$ cat config.mk
export PLATFORM = sky130hd
export DESIGN_NAME = usart_errata_core
export DESIGN_NICKNAME = d
export VERILOG_FILES = /design/src/design/usart_pkg.sv /design/src/design/spi_rx_if.sv /design/src/design/spi_slave_shifter.sv /design/src/design/usart_errata_core.sv
export VERILOG_INCLUDE_DIRS = /design/src /design/src/design
export SDC_FILE = /design/constraint.sdc
export NUM_CORES = 1
export LEC_CHECK = 0
export ABC_AREA = 0
export BUFFER_PORTS_ARGS = -buffer_cell sky130_fd_sc_hd__buf_2
export CAP_MARGIN = 20
export CORE_MARGIN = 1.5
export CORE_UTILIZATION = 57
export CTS_CLUSTER_SIZE = 30
export DETAILED_ROUTE_END_ITERATION = 12
export GPL_TIMING_DRIVEN = 1
export MAX_ROUTING_LAYER = met4
export PLACE_DENSITY = 0.83
export SLEW_MARGIN = 20
export SYNTH_ARGS = -nofsm -noshare
export SYNTH_HDL_FRONTEND = slang
export SYNTH_SLANG_ARGS = --single-unit
$ cat constraint.sdc
create_clock -name mclk -period 2.75 [get_ports mclk]
set_input_delay 0.275 -clock mclk [delete_from_list [all_inputs] [get_ports mclk]]
set_output_delay 0.275 -clock mclk [all_outputs]
set_load 0.02 [all_outputs]
$ cat src/design/usart_defs.svh
// Constants for the serial transceiver receive, flow-control and SPI slave logic
`ifndef USART_DEFS_SVH
`define USART_DEFS_SVH

// Value that every read of the smart-card error counter returns
`define ISO_ERROR_COUNT_READ 8'h00
// Width of the smart-card error counter
`define ISO_ERROR_COUNT_W 8
// Receive character width in bits
`define RX_DATA_W 8
// Character length is this base plus the two-bit length code (5 to 8 bits)
`define CHAR_BITS_BASE 4'h5
// Width of the SPI bit counter; saturates at its top value
`define SPI_COUNT_W 4
`define SPI_COUNT_MAX 4'hf
// Bit that is flipped in the character that follows an over-length frame
`define SPI_CORRUPT_MASK 8'h01
// Request-to-send level after reset
`define RTS_RESET_LEVEL 1'h0

`endif

$ cat src/design/usart_pkg.sv
// Types shared by the serial transceiver modules
`default_nettype none

package usart_pkg;
  // Operating modes chosen by the mode register
  typedef enum logic [2:0] {
    MODE_NORMAL,
    MODE_HANDSHAKE,
    MODE_ISO_T0,
    MODE_ISO_T1,
    MODE_SPI_SLAVE
  } serial_mode_t;

  // Smart-card receiver recovery sequence
  typedef enum logic [1:0] {
    ISO_RX_LIVE,
    ISO_RX_DEAD,
    ISO_RX_NEED_MODE,
    ISO_RX_NEED_CTRL
  } iso_rx_state_t;
endpackage : usart_pkg

`default_nettype wire

$ cat src/design/spi_rx_if.sv
// Carrier between the transceiver core and its SPI slave shifter
`default_nettype none

interface spi_rx_if;
  logic sck_rise;
  logic mosi;
  logic cs_active;
  logic frame_end;
  logic enable;
  logic soft_reset;
  logic [3:0] char_bits;
  logic [7:0] data;
  logic done;
  logic overlen;
  logic corrupt;

  modport core (
    output sck_rise, mosi, cs_active, frame_end, enable, soft_reset, char_bits,
    input data, done, overlen, corrupt
  );
  modport shifter (
    input sck_rise, mosi, cs_active, frame_end, enable, soft_reset, char_bits,
    output data, done, overlen, corrupt
  );
endinterface : spi_rx_if

`default_nettype wire

$ cat src/design/spi_slave_shifter.sv
// SPI slave receive shifter with over-length detection and its lingering fault
`include "usart_defs.svh"
`default_nettype none

module spi_slave_shifter (
  input wire logic mclk,
  input wire logic reset_n,
  spi_rx_if.shifter link
);

  typedef struct packed {
    logic [7:0] shift;
    logic [3:0] count;
    logic taint;
    logic [7:0] data;
    logic done;
    logic overlen;
    logic corrupt;
  } shifter_state_t;

  shifter_state_t cur;
  shifter_state_t next_cur;
  logic [7:0] mask;

  // One mask bit per data bit; only the configured character length survives
  for (genvar gi = 0; gi < 8; gi++) begin : g_mask
    assign mask[gi] = (4'(gi) < link.char_bits);
  end

  // Shift on sampled clock edges, judge the frame when select goes away
  always_comb begin
    next_cur = cur;
    next_cur.done = 1'b0;
    next_cur.overlen = 1'b0;
    if (!link.enable || link.soft_reset) begin
      // Disable and soft reset clear the shifter but not the taint
      next_cur.shift = 8'h00;
      next_cur.count = 4'h0;
    end else if (link.cs_active && link.sck_rise) begin
      next_cur.shift = {cur.shift[6:0], link.mosi};
      if (cur.count != `SPI_COUNT_MAX) begin
        next_cur.count = cur.count + 4'h1;
      end
    end else if (link.frame_end) begin
      if (cur.count > link.char_bits) begin
        next_cur.overlen = 1'b1;
        next_cur.taint = 1'b1;
      end else if (cur.count == link.char_bits) begin
        // The first good frame after an over-length one is damaged
        next_cur.data = (cur.shift & mask) ^ (cur.taint ? `SPI_CORRUPT_MASK : 8'h00);
        next_cur.corrupt = cur.taint;
        next_cur.done = 1'b1;
        next_cur.taint = 1'b0;
      end
      next_cur.shift = 8'h00;
      next_cur.count = 4'h0;
    end
  end

  always_ff @(posedge mclk or negedge reset_n) begin
    if (!reset_n) begin
      cur <= '0;
    end else begin
      cur <= next_cur;
    end
  end

  assign link.data = cur.data;
  assign link.done = cur.done;
  assign link.overlen = cur.overlen;
  assign link.corrupt = cur.corrupt;

endmodule : spi_slave_shifter

`default_nettype wire

$ cat src/design/usart_errata_core.sv
// Serial transceiver core: RTS control, smart-card receive lockup, SPI slave receive
// SPI pins pass a two-flop synchroniser; a third flop only serves edge detection.
// Smart-card lockup is a four-state sequence; stray recovery strobes are ignored.
// Buffer-full from the receive DMA is wired in but never read, as in the silicon.
// The SPI over-length taint lives in the shifter; only reset_n or the next good frame clears it.
// Every output port is a field of the one state register, so no port is decoded.
// Outside handshake mode, force-high wins a clash of the two RTS commands.
`include "usart_defs.svh"
`default_nettype none

module usart_errata_core (
  input wire logic mclk,
  input wire logic reset_n,
  // Configuration
  input wire usart_pkg::serial_mode_t serial_mode,
  input wire logic [1:0] char_len,
  input wire logic rx_enable,
  // Command strobes, one cycle each
  input wire logic rx_soft_reset_cmd,
  input wire logic mode_write_strobe,
  input wire logic control_write_strobe,
  input wire logic rts_force_high_cmd,
  input wire logic rts_force_low_cmd,
  // Receive DMA buffer state and transmitter activity
  input wire logic dma_rx_buf_full,
  input wire logic tx_char_sent,
  // Smart-card receive character from the line receiver
  input wire logic iso_rx_char_strobe,
  input wire logic [7:0] iso_rx_char,
  // SPI slave pins
  input wire logic spi_sck,
  input wire logic spi_mosi,
  input wire logic spi_cs_n,
  // Outputs
  output logic rts,
  output logic [7:0] iso_error_count,
  output logic iso_rx_valid,
  output logic [7:0] iso_rx_data,
  output logic iso_rx_stalled,
  output logic spi_rx_valid,
  output logic [7:0] spi_rx_data,
  output logic spi_overlen_error,
  output logic spi_rx_corrupt
);

  typedef struct packed {
    // Pin synchronisers; stage 1 feeds stage 2 only
    logic sck_s1;
    logic sck_s2;
    logic sck_s3;
    logic mosi_s1;
    logic mosi_s2;
    logic cs_s1;
    logic cs_s2;
    logic cs_s3;
    // Flow control and smart-card receive
    logic rts;
    usart_pkg::iso_rx_state_t iso_state;
    logic iso_stalled;
    logic [7:0] iso_err;
    logic iso_valid;
    logic [7:0] iso_data;
    // SPI results and shifter drive
    logic sck_rise;
    logic frame_end;
    logic spi_valid;
    logic [7:0] spi_data;
    logic spi_err;
    logic spi_corrupt;
  } core_state_t;

  core_state_t cur;
  core_state_t next_cur;

  spi_rx_if spi_link ();

  logic iso_mode;
  logic spi_mode;

  // Mode decodes; T0 and T1 share the smart-card receive path
  assign iso_mode = (serial_mode == usart_pkg::MODE_ISO_T0) ||
                    (serial_mode == usart_pkg::MODE_ISO_T1);
  assign spi_mode = (serial_mode == usart_pkg::MODE_SPI_SLAVE);

  // Next-state logic for the whole core
  always_comb begin
    next_cur = cur;

    // Two flops on every pin, third flop only for edge detection. Select is
    // kept in pin polarity so the reset value matches the idle pin and no
    // false end of frame follows reset.
    next_cur.sck_s1 = spi_sck;
    next_cur.sck_s2 = cur.sck_s1;
    next_cur.sck_s3 = cur.sck_s2;
    next_cur.mosi_s1 = spi_mosi;
    next_cur.mosi_s2 = cur.mosi_s1;
    next_cur.cs_s1 = spi_cs_n;
    next_cur.cs_s2 = cur.cs_s1;
    next_cur.cs_s3 = cur.cs_s2;
    next_cur.sck_rise = cur.sck_s2 & ~cur.sck_s3;
    // Select released: the pin went from low to high
    next_cur.frame_end = cur.cs_s2 & ~cur.cs_s3;

    // Request-to-send. Outside handshake mode force-high is checked first, so a clash
    // leaves the line deasserted, the safe side for the far transmitter.
    // dma_rx_buf_full is left unread on purpose: honouring it would hide the
    // stuck line that software has to work around.
    if (serial_mode == usart_pkg::MODE_HANDSHAKE) begin
      // Buffer-full is not honoured here; the line just stays low
      next_cur.rts = 1'b0;
    end else if (rts_force_high_cmd) begin
      next_cur.rts = 1'b1;
    end else if (rts_force_low_cmd) begin
      next_cur.rts = 1'b0;
    end else begin
      next_cur.rts = cur.rts;
    end

    // Error counter never counts; reads are always zero.
    // Software has to take error counts from elsewhere.
    next_cur.iso_err = `ISO_ERROR_COUNT_READ;

    // Smart-card receiver lockup and its recovery sequence. Each step waits for
    // its own strobe; a strobe out of turn is ignored rather than restarting,
    // so software that repeats a step does no harm.
    unique case (cur.iso_state)
      usart_pkg::ISO_RX_LIVE: begin
        if (serial_mode == usart_pkg::MODE_ISO_T1 && tx_char_sent) begin
          next_cur.iso_state = usart_pkg::ISO_RX_DEAD;
        end
      end
      usart_pkg::ISO_RX_DEAD: begin
        if (rx_soft_reset_cmd) begin
          next_cur.iso_state = usart_pkg::ISO_RX_NEED_MODE;
        end
      end
      usart_pkg::ISO_RX_NEED_MODE: begin
        if (mode_write_strobe) begin
          next_cur.iso_state = usart_pkg::ISO_RX_NEED_CTRL;
        end
      end
      usart_pkg::ISO_RX_NEED_CTRL: begin
        if (control_write_strobe) begin
          next_cur.iso_state = usart_pkg::ISO_RX_LIVE;
        end
      end
    endcase

    // Stall flag registered from the next state, so the port is a flop
    next_cur.iso_stalled = (next_cur.iso_state != usart_pkg::ISO_RX_LIVE);

    // Characters are dropped silently while the receiver is locked
    next_cur.iso_valid = 1'b0;
    if (iso_mode && rx_enable && iso_rx_char_strobe &&
        cur.iso_state == usart_pkg::ISO_RX_LIVE) begin
      next_cur.iso_valid = 1'b1;
      next_cur.iso_data = iso_rx_char;
    end

    // SPI results from the shifter, registered once more for the ports.
    // The extra stage costs a cycle of latency but keeps every port a flop.
    next_cur.spi_valid = spi_link.done;
    next_cur.spi_err = spi_link.overlen;
    if (spi_link.done) begin
      next_cur.spi_data = spi_link.data;
      next_cur.spi_corrupt = spi_link.corrupt;
    end
  end

  // State register; reset gives idle pins, RTS low, live receiver
  always_ff @(posedge mclk or negedge reset_n) begin
    if (!reset_n) begin
      cur <= '0;
      cur.rts <= `RTS_RESET_LEVEL;
      cur.iso_state <= usart_pkg::ISO_RX_LIVE;
      // Idle select pin is high
      cur.cs_s1 <= 1'b1;
      cur.cs_s2 <= 1'b1;
      cur.cs_s3 <= 1'b1;
    end else begin
      cur <= next_cur;
    end
  end

  // Shifter drive; length code maps onto 5 to 8 bits
  assign spi_link.sck_rise = cur.sck_rise;
  assign spi_link.mosi = cur.mosi_s2;
  assign spi_link.cs_active = ~cur.cs_s2;
  assign spi_link.frame_end = cur.frame_end;
  assign spi_link.enable = rx_enable & spi_mode;
  assign spi_link.soft_reset = rx_soft_reset_cmd;
  assign spi_link.char_bits = `CHAR_BITS_BASE + {2'h0, char_len};

  // Receive shifter; it keeps its own taint across disable and soft reset
  spi_slave_shifter shifter (
    .mclk(mclk),
    .reset_n(reset_n),
    .link(spi_link.shifter)
  );

  // Every output is a register field
  assign rts = cur.rts;
  assign iso_error_count = cur.iso_err;
  assign iso_rx_valid = cur.iso_valid;
  assign iso_rx_data = cur.iso_data;
  assign iso_rx_stalled = cur.iso_stalled;
  assign spi_rx_valid = cur.spi_valid;
  assign spi_rx_data = cur.spi_data;
  assign spi_overlen_error = cur.spi_err;
  assign spi_rx_corrupt = cur.spi_corrupt;

endmodule : usart_errata_core

`default_nettype wire

==> reports/metrics.csv <==
stage;metric;value;unit
clock_tree;clk_pin_slew_worst_paths;0.06;ns
grt;grt_usage;18.1;%
route;wl_per_cell;12.4;um
critical_path;start_kind;register;
route;wl_met1;1700;um
synth;synth_edf_count;0;
floorplan;ioPinCount;57;
sta;period_share;72.7;%
grt;grt_pass1_vias;1580;
flow_run;maxCapViolCount;0;
synth;synth.avg_cell_area;12.2;um^2
pwr;p_per_area;707;nW/um^2
clock_tree;clock_tree.root_cell;clkbuf_8;
route;top_layer;met4;
floorplan;start_util;59.0;%
layout;final_area;2940;um^2
synth;synthCells;210;
clock_tree;h-tree-depth;3;
synth;ys.flop_type;dfrtp_1;
grt;antenna_found_initial;0;
route;wl_met2;1910;um
sta;setup_ws;0.750;ns
sta;fmax;500;MHz
sta;setup-tns-final;0;ns
synth;synth_cell_types;31;
floorplan;die_w;70.1;um
layout;nets;287;
sta;worstMarginPinSlew;0.839;ns
clock_tree;numCtsBuffers;9;
synth;ys_seq_area_share;56.6;%
critical_path;worstPathMaxFanout;11;
clock_tree;cts_tree;yes;
route;totalWireLength;3820;um
layout;syn_to_final_growth;14.2;%
pwr;ir_drop;0.000612;V
floorplan;rows;24;
place;place_area;2730;um^2
min_path;min_path_type;in -> reg;
grt;grt-ovfl-total;0;
critical_path;r2r_slack;0.75;ns
synth;synth_area;2570;um^2
layout;antennaDiodeCount;0;
place;place.gp.congestion;0.820;
place;port_buffers;47;
floorplan;core;4350;um^2
critical_path;critPathCaptureType;register;
min_path;holdPathStages;1;
grt;grt_max_degree;47;
place;pre_cts_slack;0.518;ns
synth;synth-seq-cells;58;
grt;grt_pass1_wl;6670;um
run_status;status;completed;
route;wl_met3;192;um
sta;rsz0062_at_grt;false;
critical_path;cp.required;2.95;ns
sta;clock-skew-final;0.00775;ns
sta;hold_viol_final;0;
clock_tree;cts.sinks;58;
clock_tree;cts_setup_buffers;0;
critical_path;r2r_cells;6;
floorplan;dieArea;4920;um^2
layout;drive_above_1_share;37.4;%
route;first_pass_iters;4;
floorplan;die_y;70.1;um
sta;timing.slew.headroom;43.9;%
route;viasPerCell;5.06;
route;ant_nets;0;
clock_tree;clockBufferDepth;2;
critical_path;worstSetupPathType;reg -> reg;
clock_tree;clk_latency;0.32;ns
synth;ys_async_sr_fraction;100;%
route;vias;1562;
synth;yosysWarnings;0;
route;route.detailed.drc;0;
route;drtIter0Drc;57;
critical_path;worstPathArrival;2.20;ns
pwr;p_leak;1.47;nW
place;dp_hpwl;2820;um
sta;maxSlewViolCount;0;
sta;min_period;2.00;ns
sta;setup_viol;0;
-- repair_timing --
action                    in CTS  in global routing
hold endpoints to repair       0                 41
gates resized for setup        0                  0
hold buffers                   0                  1
-- final timing paths --
| kind | startpoint | to |
|---|---|---|
| setup / recovery | cur[35]$_DFF_PN1_ | shifter.link.data[5]$_DFFE_PN0P_ |
| hold / removal | spi_cs_n | cur[36]$_DFF_PN1_ |
| setup reg to reg | cur[35]$_DFF_PN1_ | shifter.link.data[5]$_DFFE_PN0P_ |
| hold reg to reg | shifter.link.overlen$_DFF_PN0_ | spi_overlen_error$_DFF_PN0_ |
| max in group asynchronous | reset_n | spi_rx_data[0]$_DFFE_PN0P_ |
| min in group asynchronous | reset_n | rts$_DFFE_PN0P_ |
-- power by group --
part           internal [mW]  total (mW)  switching (mW)  leakage (nW)
clock network          0.440       0.752           0.313         0.103
registers              0.944       0.997          0.0529         0.749
logic                  0.134       0.327           0.193         0.622
total                   1.52        2.08           0.559          1.47
-- cells in the mapped netlist (3+ instances only) --
master | number | share of area (%)
dfrtp_1 | 55 | 54
buf_4 | 24 | 7.0
mux2_2 | 18 | 7.9
nand2_1 | 17 | 2.5
a21oi_1 | 13 | 2.5
inv_1 | 10 | 1.5
ha_1 | 8 | 3.9
nand3b_1 | 8 | 2.3
nor2b_1 | 7 | 1.7
mux2_4 | 6 | 3.5
nor2_1 | 6 | 0.88
clkbuf_1 | 4 | 0.58
mux2i_1 | 4 | 1.6
nand4_1 | 4 | 0.97
dfstp_2 | 3 | 3.1
-- cell type report --
cell class / count / area, um^2
Sequential cell: 58 / 1460
Fill cell: 347 / 1420
Multi-Input combinational cell: 120 / 897
Timing Repair Buffer: 53 / 285
Clock buffer: 11 / 141
Tap cell: 52 / 65.1
Clock inverter: 5 / 53.8
Inverter: 10 / 37.5
-- registers in the layout, indices dropped and copies added (netlist names), 8 cells and up --
register / flops
iso_rx_data: 8
shifter.link.data: 8
spi_rx_data: 8
cur: 9
shifter.cur: 13
-- cell families (layout without fill, tap and decap cells) --
family	after synthesis	count (layout)	share of synthesized area, %
flops	58	58	56.6
simple gates	53	53	11.6
buf+inv	39	79	9.49
mux	28	28	13.0
compound gates	21	21	4.62
fa+ha+maj	8	8	3.89
xor+xnor	2	2	0.682
other cells	1	8	0.146
-- routing by layer --
layer  global-route usage [%]  vias up
met5                        -        -
met4                     9.40        0
met3                     6.78        2
met2                     27.0       50
met1                     21.7      747
li1                         -      763
-- layout by cell type, fill, tap and decap left out, drive strengths merged, types with 3 or more instances in the layout --
| cell | instances |
|---|---|
| buf | 52 |
| dfrtp | 55 |
| nor2 | 6 |
| conb | 8 |
| clkbuf | 11 |
| nor2b | 7 |
| mux2 | 24 |
| clkinv | 4 |
| nor3 | 4 |
| mux2i | 4 |
| nand4 | 4 |
| dfstp | 3 |
| ha | 8 |
| nand2 | 17 |
| nand3b | 8 |
| inv | 10 |
| a21oi | 13 |
-- stage by stage --
step | hold WS (ns) | util, % | total power, mW | instances
after floorplan | -0.0206 | - | 1.30 | 217
after global placement | 0.333 | 62.6 | 1.33 | 292
after detailed placement | 0.338 | 62.6 | 1.34 | 292
after CTS | 0.0248 | 67.1 | 2.11 | 308
after global routing | 0.0231 | 67.4 | 2.18 | 309
final | 0.0444 | 67.4 | 2.08 | 309
-- worst max-delay path, stage by stage, from the launching register on --
cell and delay, ns:
dfstp_2 0.55, nand2b_1 0.10, buf_4 0.17, nand2_1 0.13, nor3_2 0.36, buf_4 0.26
mux2_4 0.31
Note: power is estimated with default switching activity, not from simulation.
